**src/gyo_pkg.sv**
```systemverilog
// Shared constants, types and register map of the gyro output block.
// Assumes a 125 MHz system clock; times are converted to cycles here.
package gyo_pkg;

    // ****************************************
    // Timing
    // ****************************************
    localparam int CLK_PERIOD_PS = 8000;
    localparam longint TB_FAST_PS = 64'd1953000000;
    localparam longint TB_SLOW_PS = 64'd60540000000;
    localparam longint FAST_SMPL_PS = 64'd488281250;
    localparam int TB_FAST_CYC = int'(TB_FAST_PS / CLK_PERIOD_PS);
    localparam int TB_SLOW_CYC = int'(TB_SLOW_PS / CLK_PERIOD_PS);
    localparam int FAST_SMPL_CYC = int'(FAST_SMPL_PS / CLK_PERIOD_PS);

    // ****************************************
    // Register byte addresses (low byte)
    // ****************************************
    localparam logic [6:0] ADDR_SUPPLY = 7'h02;
    localparam logic [6:0] ADDR_RATE = 7'h04;
    localparam logic [6:0] ADDR_AUX = 7'h0a;
    localparam logic [6:0] ADDR_TEMP = 7'h0c;
    localparam logic [6:0] ADDR_ANGLE = 7'h0e;
    localparam logic [6:0] ADDR_SMPL = 7'h36;
    localparam logic [6:0] ADDR_SENS = 7'h38;
    localparam logic [6:0] ADDR_DIAG = 7'h3c;

    // ****************************************
    // Fields and reset values
    // ****************************************
    localparam int ND_BIT = 15;
    localparam int EA_BIT = 14;
    localparam int TB_SEL_BIT = 7;
    localparam int POLE_BIT = 7;
    localparam logic [15:0] SMPL_RST = 16'h0001;
    localparam logic [15:0] SENS_RST = 16'h0402;
    localparam logic [2:0] MIN_TAP_160 = 3'h2;
    localparam logic [2:0] MIN_TAP_80 = 3'h4;
    localparam logic [13:0] ANGLE_MAX_CODE = 14'h2663;
    localparam int ANGLE_FRAC = 12;
    localparam logic [26:0] ANGLE_MOD = 27'h2664000;

    typedef enum logic [2:0] {
        RNG_80 = 3'b001,
        RNG_160 = 3'b010,
        RNG_320 = 3'b100
    } gyo_range_type;

    typedef struct packed {
        logic [11:0] supply;
        logic signed [15:0] rate;
        logic [11:0] temp;
        logic [11:0] aux;
    } gyo_raw_type;

endpackage

```
**src/gyo_core.sv**
```systemverilog
// Output word formatting, sample timing, range and averaging filter.
// Assumes converter samples arrive synchronously with raw_valid at 2048 SPS.
`timescale 1ns/10ps

// Contract
// RL1 - Each output word flags new data while an unread sample is held.
// RL2 - Each output word flags error when any diagnostic status bit is set.
// RL3 - New-data flag bit 15, error bit 14, data right-justified, flag clears on read.
// RL4 - Supply word is 12-bit unsigned, 1.8315 mV per LSB.
// RL5 - Rate word is 14-bit signed, 0.07326 deg/s at widest range, scales with range.
// RL6 - Angle word is 14-bit unsigned, 0.03663 deg, wraps past maximum code to zero.
// RL7 - Temperature word is 12-bit signed, 0.1453 C per LSB, zero at 25 C.
// RL8 - Auxiliary input word is 12-bit unsigned, 610.5 uV per LSB.
// RL9 - Period low byte zero gives 2048 samples per second.
// RL10 - Otherwise period is time base times increment plus one.
// RL11 - Period bit 7 selects 1.953 ms or 60.54 ms base; upper byte unused.
// RL12 - Range field bits 10:8; code 100 is 320 deg/s and default.
// RL13 - Range 010 is 160 deg/s; tap field kept at least 2.
// RL14 - Range 001 is 80 deg/s; tap field kept at least 4.
// RL15 - Bit 7 sets analog pole: one 330 Hz, zero 50 Hz.
// RL16 - Bits 2:0 give exponent m; each stage uses 2^m taps.
// RL17 - Two equal cascaded moving averages form triangular weighting.
// RL18 - Host writes range before tap count when changing range.
module gyo_core import gyo_pkg::*; #(
    parameter int FAST_CYC = FAST_SMPL_CYC,
    parameter int BASE_FAST_CYC = TB_FAST_CYC,
    parameter int BASE_SLOW_CYC = TB_SLOW_CYC
) (
    input wire logic clk,
    input wire logic rst,
    input wire logic ce,
    input wire logic raw_valid,
    input wire gyo_raw_type raw,
    input wire logic [15:0] diagnostic_status,
    input wire logic [6:0] reg_addr,
    input wire logic reg_wr,
    input wire logic [7:0] reg_wdata,
    input wire logic reg_rd,
    output logic [15:0] reg_rdata,
    output logic reg_rvalid,
    output logic sample_tick,
    output logic pole_wide,
    output logic [2:0] range_sel
);

    if (FAST_CYC < 1 || BASE_FAST_CYC < 1 || BASE_SLOW_CYC < 1 ||
        longint'(BASE_SLOW_CYC) * 128 > 64'h00000000ffffffff) begin
        $error("gyo_core: timing counts out of range for period counter");
    end

    // ****************************************
    // Functions
    // ****************************************
    function automatic logic [31:0] period_cycles(input logic [7:0] sp);
        logic [31:0] base;
        logic [31:0] n;
        base = sp[TB_SEL_BIT] ? 32'(BASE_SLOW_CYC) : 32'(BASE_FAST_CYC);
        n = {25'h0, sp[6:0]} + 32'h1;
        if (sp == 8'h00)
            return 32'(FAST_CYC);                                            // RL9
        return base * n;
    endfunction

    function automatic logic [13:0] scale_rate(input logic signed [15:0] v,
                                               input logic [2:0] rng);
        logic signed [15:0] s;
        s = v;
        if (rng == RNG_320)
            s = v >>> 2;
        else if (rng == RNG_160)
            s = v >>> 1;
        if (s > 16'sh1fff)
            return 14'h1fff;
        if (s < -16'sh2000)
            return 14'h2000;
        return s[13:0];
    endfunction

    function automatic logic [2:0] min_taps(input logic [2:0] rng);
        if (rng == RNG_80)
            return MIN_TAP_80;
        if (rng == RNG_160)
            return MIN_TAP_160;
        return 3'h0;
    endfunction

    // ****************************************
    // Control registers
    // ****************************************
    logic [7:0] smpl_r;
    logic [2:0] range_r;
    logic pole_r;
    logic [2:0] tap_r;
    logic [6:0] word_addr;
    logic [2:0] wr_rng;

    assign word_addr = {reg_addr[6:1], 1'b0};
    assign wr_rng = reg_wdata[2:0];

    always_ff @(posedge clk) begin
        if (rst) begin
            smpl_r <= SMPL_RST[7:0];
            range_r <= SENS_RST[10:8];
            pole_r <= SENS_RST[POLE_BIT];
            tap_r <= SENS_RST[2:0];
        end else if (ce && reg_wr) begin
            if (reg_addr == ADDR_SMPL)
                smpl_r <= reg_wdata;                                         // RL11
            if (reg_addr == (ADDR_SENS | 7'h01) &&
                (wr_rng == RNG_80 || wr_rng == RNG_160 || wr_rng == RNG_320)) begin
                range_r <= wr_rng;                                           // RL12
                if (tap_r < min_taps(wr_rng))
                    tap_r <= min_taps(wr_rng);                               // RL13
            end
            if (reg_addr == ADDR_SENS) begin
                pole_r <= reg_wdata[POLE_BIT];                               // RL15
                if (reg_wdata[2:0] < min_taps(range_r))
                    tap_r <= min_taps(range_r);                              // RL14
                else
                    tap_r <= reg_wdata[2:0];                                 // RL16
            end
        end
    end

    assign pole_wide = pole_r;
    assign range_sel = range_r;

    // ****************************************
    // Sample period timer
    // ****************************************
    logic [31:0] per_cnt_r;
    logic tick_r;

    always_ff @(posedge clk) begin
        if (rst) begin
            per_cnt_r <= 32'h0;
            tick_r <= 1'b0;
        end else if (ce) begin
            tick_r <= (per_cnt_r == 32'h0);
            if (per_cnt_r == 32'h0)
                per_cnt_r <= period_cycles(smpl_r) - 32'h1;                  // RL10
            else
                per_cnt_r <= per_cnt_r - 32'h1;
        end
    end

    assign sample_tick = tick_r;

    // ****************************************
    // Two-stage moving average
    // ****************************************
    logic signed [15:0] buf1 [0:127];
    logic signed [15:0] buf2 [0:127];
    logic [6:0] ptr_r;
    logic [7:0] fill_r;
    logic [2:0] tap_last_r;
    logic signed [22:0] sum1_r;
    logic signed [22:0] sum2_r;
    logic signed [15:0] filt_r;
    logic [7:0] ntaps;
    logic [6:0] old_idx;
    logic signed [15:0] old1;
    logic signed [15:0] old2;
    logic signed [22:0] sum1_nxt;
    logic signed [22:0] sum2_nxt;
    logic signed [15:0] avg1;

    assign ntaps = 8'h1 << tap_r;
    assign old_idx = ptr_r - ntaps[6:0];
    assign old1 = (fill_r < ntaps) ? 16'sh0 : buf1[old_idx];
    assign old2 = (fill_r < ntaps) ? 16'sh0 : buf2[old_idx];
    assign sum1_nxt = sum1_r + 23'(raw.rate) - 23'(old1);
    assign avg1 = 16'(sum1_nxt >>> tap_r);
    assign sum2_nxt = sum2_r + 23'(avg1) - 23'(old2);

    always_ff @(posedge clk) begin
        if (ce && raw_valid) begin
            buf1[ptr_r] <= raw.rate;
            buf2[ptr_r] <= avg1;
        end
    end

    always_ff @(posedge clk) begin
        if (rst) begin
            ptr_r <= 7'h0;
            fill_r <= 8'h0;
            tap_last_r <= SENS_RST[2:0];
            sum1_r <= 23'sh0;
            sum2_r <= 23'sh0;
            filt_r <= 16'sh0;
        end else if (ce) begin
            tap_last_r <= tap_r;
            if (tap_last_r != tap_r) begin
                fill_r <= 8'h0;
                sum1_r <= 23'sh0;
                sum2_r <= 23'sh0;
            end else if (raw_valid) begin
                ptr_r <= ptr_r + 7'h1;
                if (fill_r < ntaps)
                    fill_r <= fill_r + 8'h1;
                sum1_r <= sum1_nxt;                                          // RL17
                sum2_r <= sum2_nxt;                                          // RL17
                filt_r <= 16'(sum2_nxt >>> tap_r);                           // RL16
            end
        end
    end

    // ****************************************
    // Angle integration
    // ****************************************
    logic [26:0] ang_acc_r;
    logic signed [27:0] ang_sum;
    logic [13:0] ang_code;
    logic [13:0] ang_wr_code;

    assign ang_sum = $signed({1'b0, ang_acc_r}) + 28'(raw.rate);
    assign ang_code = ang_acc_r[26:ANGLE_FRAC] > 15'(ANGLE_MAX_CODE) ? 14'h0
                      : ang_acc_r[25:ANGLE_FRAC];
    assign ang_wr_code = reg_addr[0] ? {reg_wdata[5:0], ang_code[7:0]}
                                     : {ang_code[13:8], reg_wdata};

    always_ff @(posedge clk) begin
        if (rst) begin
            ang_acc_r <= 27'h0;
        end else if (ce) begin
            if (reg_wr && word_addr == ADDR_ANGLE)
                ang_acc_r <= (ang_wr_code > ANGLE_MAX_CODE) ? 27'h0
                             : {1'b0, ang_wr_code, 12'h0};
            else if (raw_valid && ang_sum < 0)
                ang_acc_r <= 27'(ang_sum + 28'(ANGLE_MOD));                  // RL6
            else if (raw_valid && ang_sum >= 28'(ANGLE_MOD))
                ang_acc_r <= 27'(ang_sum - 28'(ANGLE_MOD));                  // RL6
            else if (raw_valid)
                ang_acc_r <= ang_sum[26:0];
        end
    end

    // ****************************************
    // Output words and new-data flags
    // ****************************************
    logic [11:0] supply_w_r;
    logic [13:0] rate_w_r;
    logic [13:0] angle_w_r;
    logic [11:0] temp_w_r;
    logic [11:0] aux_w_r;
    logic [4:0] nd_r;
    logic [4:0] rd_hit;
    logic ea;

    assign ea = |diagnostic_status;                                          // RL2
    assign rd_hit = {5{reg_rd}} & {word_addr == ADDR_AUX, word_addr == ADDR_TEMP,
                     word_addr == ADDR_ANGLE, word_addr == ADDR_RATE, word_addr == ADDR_SUPPLY};

    always_ff @(posedge clk) begin
        if (rst) begin
            supply_w_r <= 12'h0;
            rate_w_r <= 14'h0;
            angle_w_r <= 14'h0;
            temp_w_r <= 12'h0;
            aux_w_r <= 12'h0;
        end else if (ce && tick_r) begin
            supply_w_r <= raw.supply;                                        // RL4
            rate_w_r <= scale_rate(filt_r, range_r);                         // RL5
            angle_w_r <= ang_code;                                           // RL6
            temp_w_r <= raw.temp;                                            // RL7
            aux_w_r <= raw.aux;                                              // RL8
        end
    end

    always_ff @(posedge clk) begin
        if (rst)
            nd_r <= 5'h0;
        else if (ce)
            nd_r <= (nd_r & ~rd_hit) | {5{tick_r}};                          // RL1
    end

    // ****************************************
    // Register read port
    // ****************************************
    logic [15:0] rd_word;

    always_comb begin
        rd_word = 16'h0;
        case (word_addr)
            ADDR_SUPPLY: rd_word = {nd_r[0], ea, 2'h0, supply_w_r};          // RL3
            ADDR_RATE: rd_word = {nd_r[1], ea, rate_w_r};                    // RL3
            ADDR_ANGLE: rd_word = {nd_r[2], ea, angle_w_r};                  // RL3
            ADDR_TEMP: rd_word = {nd_r[3], ea, 2'h0, temp_w_r};              // RL3
            ADDR_AUX: rd_word = {nd_r[4], ea, 2'h0, aux_w_r};                // RL3
            ADDR_SMPL: rd_word = {8'h0, smpl_r};
            ADDR_SENS: rd_word = {5'h0, range_r, pole_r, 4'h0, tap_r};
            ADDR_DIAG: rd_word = diagnostic_status;
            default: rd_word = 16'h0;
        endcase
    end

    always_ff @(posedge clk) begin
        if (rst) begin
            reg_rdata <= 16'h0;
            reg_rvalid <= 1'b0;
        end else if (ce) begin
            reg_rvalid <= reg_rd;
            if (reg_rd)
                reg_rdata <= rd_word;
        end
    end
endmodule

```
**config.mk**
```make
export PLATFORM = sky130hd
export DESIGN_NAME = gyo_core
export DESIGN_NICKNAME = d
export VERILOG_FILES = /design/src/gyo_pkg.sv /design/src/gyo_core.sv
export SDC_FILE = /design/constraint.sdc
export NUM_CORES = 2
export LEC_CHECK = 0
export BUFFER_PORTS_ARGS = -buffer_cell sky130_fd_sc_hd__buf_2
export CAP_MARGIN = 20
export CORE_ASPECT_RATIO = 1.1
export CORE_MARGIN = 2
export CORE_UTILIZATION = 25
export CTS_CLUSTER_DIAMETER = 100
export DETAILED_ROUTE_END_ITERATION = 12
export GPL_TIMING_DRIVEN = 0
export PLACE_DENSITY = 0.45
export SLEW_MARGIN = 15
export SYNTH_ARGS = -nofsm -noshare
export SYNTH_HDL_FRONTEND = slang
export SYNTH_SLANG_ARGS = --single-unit
```
**constraint.sdc**
```tcl
create_clock -name clk -period 13.5 [get_ports clk]
set_input_delay 2.025 -clock clk [delete_from_list [all_inputs] [get_ports clk]]
set_output_delay 2.025 -clock clk [all_outputs]
set_load 0.1 [all_outputs]
```
After elaboration in Yosys (flattened, before gate mapping):

Memories as Yosys holds them, arrays and structs flattened.
Index checks and enable logic that the tools add are counted.

* output and inout bits: 22
* bits of input ports: 89
* logic and storage cells: 201
* RAM bits: 4096
* bits in registers: 241
* memories kept: 2

* magnitude comparators: 9
* shift operators: 3
* $add $sub $neg: 13
* muxes and demuxes: 103
* equal/unequal tests: 18
* reductions and logical operators: 26
* bitwise logic cells: 5
* multipliers: 1

Memory list
* buf1: words 128, width 16, read ports 1, clocked after Yosys merged registers in 0, write ports 1, RTL line gyo_core.sv:152 `logic signed [15:0] buf1 [0:127];`
* buf2: words 128, width 16, read ports 1, clocked after Yosys merged registers in 0, write ports 1, RTL line gyo_core.sv:153 `logic signed [15:0] buf2 [0:127];`

Operators with widths (count)
* $mux 32: 6
* $pmux 16 s8: 1
* $mux 23: 5
* $mux 27: 4
* $mux 14: 6
* $mux 3: 22
* $mux 16: 4
* $sub 32x1->32 const B: 2
* $mux 1: 49
* $add 23x16->23: 2
* $sshr 23x3->16: 2
* $sub 23x16->23: 2
* $logic_not 32->1: 1
* $mul 23x8->31: 1
* $mux 15: 2
* $add 28x16->28: 1
* $ge 28x26->1 const B: 1
* $lt 28x1->1 const B: 1
* $add 27x26->27 const B: 1
* $sub 27x26->27 const B: 1
* $mux 26: 1
* $mux 8: 3
* $eq 7x6->1 const B: 3
* $eq 6x3->1 const B: 3
* 30 further kinds: 54

Depth between registers and ports, before layout:

* word-level depth: 31
* gate-level depth with buffers: 51
* depth with buffers taken out: 45

Least setup slack after synthesis:

OpenSTA, ideal clock, no wires.

* path type: reg-to-reg
* start: reg tap_r[1]
* end: mem buf2[0][4], data pin
* setup time: 1197 ps
* cell stages (with the launch flop): 31
* setup slack: 264 ps
* path buffers: 10
* data arrival time: 12039 ps
* cells stage by stage: dfxtp_1 > buf_2 > clkbuf_1 > clkbuf_1 > clkbuf_1 > nor3_1 > ha_1 > fa_1 > buf_2 > buf_2 > clkbuf_1 > buf_1 > clkbuf_1 > clkbuf_1 > mux4_2 > mux4_2 > nand2_1 > nand3_1 > a31oi_1 > nor2_1 > fa_1 > inv_1 > ha_1 > a211oi_1 > o21a_1 > o21bai_1 > a21oi_1 > xnor2_1 > mux2i_1 > mux2_2 > o21ai_0

* longest elaborated chain between the ends: 6
* elaborated cells between the ends (all ways): 7

Ends and longest elaborated chain
* from (decl): RTL line gyo_core.sv:93 `logic [2:0] tap_r;`
* from (signal assigned): RTL line gyo_core.sv:105 `tap_r <= SENS_RST[2:0];`
* from (signal assigned): RTL line gyo_core.sv:113 `tap_r <= min_taps(wr_rng);`
* from (signal assigned): RTL line gyo_core.sv:118 `tap_r <= min_taps(range_r);`
* $shl 1x3->8: RTL line gyo_core.sv:168 `assign ntaps = 8'h1 << tap_r;`
* $sub 7x7->7: RTL line gyo_core.sv:169 `assign old_idx = ptr_r - ntaps[6:0];`
* $mem_v2 128x16
* $mux 16: RTL line gyo_core.sv:170 `assign old1 = (fill_r < ntaps) ? 16'sh0 : buf1[old_idx];`
* $sub 23x16->23: RTL line gyo_core.sv:172 `assign sum1_nxt = sum1_r + 23'(raw.rate) - 23'(old1);`
* $sshr 23x3->16 *: RTL line gyo_core.sv:173 `assign avg1 = 16'(sum1_nxt >>> tap_r);`
* net avg1[4]: RTL line gyo_core.sv:166 `logic signed [15:0] avg1;`
* to (decl): RTL line gyo_core.sv:153

Mark *: on every way through the listed nets, which the timed path passes. The rest lies on a longest branch.

Worst setup path in the final report:

* start: reg tap_r[1]
* end: reg filt_r[11]

* longest elaborated chain between the ends: 9
* elaborated cells between the ends (all ways): 15

Ends and longest elaborated chain
* $shl 1x3->8: RTL line gyo_core.sv:168
* $sub 7x7->7: RTL line gyo_core.sv:169
* $mem_v2 128x16
* $mux 16: RTL line gyo_core.sv:170
* $sub 23x16->23: RTL line gyo_core.sv:172
* $sshr 23x3->16: RTL line gyo_core.sv:173
* $add 23x16->23: RTL line gyo_core.sv:174 `assign sum2_nxt = sum2_r + 23'(avg1) - 23'(old2);`
* $sub 23x16->23: RTL line gyo_core.sv:174
* $sshr 23x3->16: RTL line gyo_core.sv:203 `filt_r <= 16'(sum2_nxt >>> tap_r);`
* to (signal assigned): RTL line gyo_core.sv:203
* to (decl): RTL line gyo_core.sv:159 `logic signed [15:0] filt_r;`

Several ways; a longest one is shown, not always the timed one.
A chain may end at the register's enable or synchronous reset.

==> impl.org <==
** Global route
- The first global-routing pass estimated roughly 780000 um of wire.
- Entering global routing, the biggest net connects about 130 pins.
- Initial antenna violation count :: 38
- Number of global-route vias before repair :: 99500
- Global routing used ~15% of the available tracks.
- Global route overflow :: 0

** Cells and area
- Post-Layout Cell Count :: 20200
- In the final layout, flip-flops and latches occupy 128000 um^2.
- Area growth from synthesis to final layout :: 19.5%
- Cells with a size suffix above 1 make up between 20% and 30% of the layout.
- Summing all multi-input logic gate instances after layout gives 50100 um^2.
- At the end of the flow, the number of nets in the layout was 10600.
- The layout has around 70000 filler cells.

** Routing
- Via count of the routed design :: around 96000
- Ratio of routed vias to standard cells :: roughly 4.8
- Detailed-route wire length :: 560000 um
- The detail route stage leaves a number of antenna-violating nets equal to 0.
- DRC violation total after the first TritonRoute iteration :: approximately 10000
- Pre-antenna DRT Iters :: 8
- For this run, design rule violations remaining after detail routing come to 0.
- In the final routed layout, each cell accounts on average for approximately 28 um.

** Yosys
- Top-count cell post-synth :: sky130_fd_sc_hd__edfxtp_1
- Leading area contributor after synthesis :: sky130_fd_sc_hd__edfxtp_1
- Netlist area before placement :: about 180000 um^2
- Post-Syn Area per Cell :: ~19 um^2
- Synth warnings :: 0
- Main area contributors after synthesis :: sky130_fd_sc_hd__edfxtp_1 68%, sky130_fd_sc_hd__mux4_2 16%, sky130_fd_sc_hd__dfxtp_1 2.7%
- Post-synthesis sequential area ratio :: ~71%
- Share of the synthesized area in the top cell type :: between 60% and 70%
- Post-synth net total :: 9782
- In this run, synthesis produced a sequential element count of ~4300.
- Ys flop type :: sky130_fd_sc_hd__edfxtp_1
- Async S/R FF share, synth :: 0%
- Number of unique standard cell types used by synthesis :: roughly 120
- Post-Syn Instances :: around 9400
- Cell types with the highest counts after synthesis :: 4096 x sky130_fd_sc_hd__edfxtp_1, 1277 x sky130_fd_sc_hd__mux4_2, 588 x sky130_fd_sc_hd__nand2_1, 460 x sky130_fd_sc_hd__nor2_1, 324 x sky130_fd_sc_hd__clkbuf_1
- In this run, synthesis inferred ~4100 flip-flops with an integrated enable.

** Power
- Overall power consumption after layout is estimated at between 30000 and 40000 uW.
- Dividing total power by cell area gives a power density of 166 nW/um^2.
- Leak pwr :: between 0.06 and 0.07 uW
- The worst-case IR drop observed on VDD is approximately 0.27 mV.

** Die
- Top-Level Pins :: around 110
- X dimension of the die :: about 810 um
- Total die area :: roughly 730000 um^2
- Cell Rows :: about 330
- Initial core utilization :: 25.1%
- The die is 893 um tall.
- The core region is a little over 700000 um^2.

** Clock tree
- TritonCTS clock tree :: yes
- Hold repair after CTS inserted 0 buffers.
- For this design, the sink count on the clock tree is 4337.
- Root buf cell :: sky130_fd_sc_hd__clkbuf_16
- Clock insertion delay at the later pin of the skew report :: about 1100 ps
- The number of clock buffers added by TritonCTS is 457.
- CTS built an H-tree with a depth of 5.
- No sink is reached through more buffers than the 4 on the longest clock path.
- Clock-pin slew was measured on the worst setup and hold paths at approximately 60 ps.

** Timing
- Timing would allow up to between 70 and 80 MHz.
- Setup violation total in the final timing report :: 0
- Unrepaired setup endpoints after global routing :: true
- The count of final hold-check violations came to 0.
- The count of final max-slew check failures was 0.
- Final worst-path cycle share :: between 90% and 100%
- Final hold analysis gives a worst-case slack of roughly 450 ps.
- Period minus WS final :: ~13000 ps
- At the pin with the least slew margin, the transition time is about 1200 ps.
- Clock skew after layout :: between 90 and 100 ps
- Measured against its own limit, the worst slew margin works out to around 17%.

** Worst hold path
- Hold/Removal Path Class :: register to register
- Counting instances, the worst hold path has a depth of 2.

** Worst setup path
- By startpoint and endpoint, the worst setup path is classified as register to register.
- Along the worst path, the maximum fanout reaches 10.
- STA classifies the critical path startpoint as a register.
- Data arrival time of the critical path :: 14000 ps
- Library cell contributing the largest single delay on the critical path :: sky130_fd_sc_hd__fa_1
- The worst setup path is captured at a register.
- Required @ worst endpoint :: ~14000 ps
- R2R depth :: slightly below 50
- The largest single stage delay on the critical path is 710 ps.

** Outcome
- Outcome :: finished, final reports clean

** Job
- Max-cap viol count :: 0

** Place
- Number of instances in the placed design :: just under 20000
- After legalization and detailed placement, the total HPWL measured just under 400000 um.
- Placer's final routability congestion estimate :: 0.872
- During placement, the flow inserted port buffers numbering 105.
-- report_power, final --
| part | leakage, uW | switching, uW | total (uW) | internal [uW] |
|---|---|---|---|---|
| clock network | 0.00715 | 5360 | 12500 | 7090 |
| registers | 0.0388 | 101 | 16300 | 16200 |
| logic | 0.0234 | 4620 | 6820 | 2200 |
| total | 0.0693 | 10100 | 35600 | 25500 |
-- what timing repair did --
action                      CTS  global route
cloned                        0             0
setup buffers                 3             5
pin swaps                     2             4
resized for setup           205           176
setup endpoints to repair  1418            20
-- per-layer routing --
metal / up-vias / GRT usage (%) / part of all wire, %
met5: - / 0 / 0.0048
li1: 40000 / - / -
met3: 707 / 2.56 / 6.4
met2: 3236 / 25.3 / 49
met4: 4 / 4.31 / 3.2
met1: 52000 / 19.8 / 42
-- placed cells by master, fill, tap and decap left out, types with 56 or more instances in the layout --
master / count
sky130_fd_sc_hd__buf_4: 56
sky130_fd_sc_hd__buf_2: 160
sky130_fd_sc_hd__nand2_1: 588
sky130_fd_sc_hd__clkinv_2: 82
sky130_fd_sc_hd__nand3_1: 153
sky130_fd_sc_hd__fa_1: 112
sky130_fd_sc_hd__nor2_4: 126
sky130_fd_sc_hd__buf_12: 144
sky130_fd_sc_hd__xnor2_1: 62
sky130_fd_sc_hd__ha_1: 184
sky130_fd_sc_hd__o21ai_0: 147
sky130_fd_sc_hd__clkbuf_1: 304
sky130_fd_sc_hd__a22oi_1: 67
sky130_fd_sc_hd__mux4_2: 1277
sky130_fd_sc_hd__clkbuf_2: 104
sky130_fd_sc_hd__dfxtp_1: 241
sky130_fd_sc_hd__a21oi_1: 261
sky130_fd_sc_hd__nor2_1: 334
sky130_fd_sc_hd__edfxtp_1: 4096
sky130_fd_sc_hd__buf_16: 81
sky130_fd_sc_hd__mux2i_1: 100
sky130_fd_sc_hd__inv_1: 294
sky130_fd_sc_hd__clkbuf_16: 463
sky130_fd_sc_hd__clkinv_1: 107
-- metrics by stage --
stage          area [um^2]  util, %  setup TNS (ps)  setup WS (ps)
4_1_cts             214000     29.9               0           7.32
2_1_floorplan       180000        -               0            264
3_5_place_dp        199000     27.8         -556400          -3300
3_3_place_gp        192000     26.8               -         -13350
6_report            215000     30.0               0            439
5_1_grt             215000     30.0           -79.6          -41.5
-- worst max-delay path: cells and delay by family, from the launching register on --
family / cells / cell delay, ps
mux: 4 / 1360
simple gates: 6 / 810
fa+ha+maj: 6 / 2580
xor+xnor: 2 / 550
compound gates: 17 / 4030
flops: 1 / 310
buf+inv: 14 / 3220
-- path summary, 6_finish.rpt --
| check | start | slack (ps) | endpoint |
|---|---|---|---|
| hold / removal | supply_w_r[7] | 450 | supply_w_r[7] |
| setup / recovery | tap_r[1] | 440 | filt_r[11] |
| hold reg to reg | supply_w_r[7] | 450 | supply_w_r[7] |
| setup reg to reg | tap_r[1] | 440 | filt_r[11] |
-- logic make-up after synthesis --
kind of cell | synth area share [%]
compound gates | 3.28
xor+xnor | 0.603
fa+ha+maj | 2.53
buf+inv | 1.78
flops | 71.2
mux | 16.8
simple gates | 3.82
-- sequential cells by signal, summed over array words and instances (netlist names), 3 cells and up --
| register | cells |
|---|---|
| temp_w_r | 12 |
| rate_w_r | 14 |
| tap_last_r | 3 |
| tap_r | 3 |
| fill_r | 8 |
| angle_w_r | 14 |
| aux_w_r | 12 |
| nd_r | 5 |
| smpl_r | 8 |
| range_sel | 3 |
| buf2 | 2048 |
| buf1 | 2048 |
| sum2_r | 23 |
| reg_rdata | 16 |
| filt_r | 16 |
| ang_acc_r | 27 |
| supply_w_r | 12 |
| per_cnt_r | 32 |
| sum1_r | 23 |
| ptr_r | 7 |
-- cell type report --
class	count	area share [%]
Antenna cell	10	0.0117
Buffer	503	1.16
Clock buffer	564	5.59
Clock inverter	276	1.24
Inverter	312	0.582
Multi-Input combinational cell	4243	23.3
Sequential cell	4337	59.6
Tap cell	9512	5.55
Timing Repair Buffer	399	2.99
No activity file was read; power rests on OpenSTA's default activity.
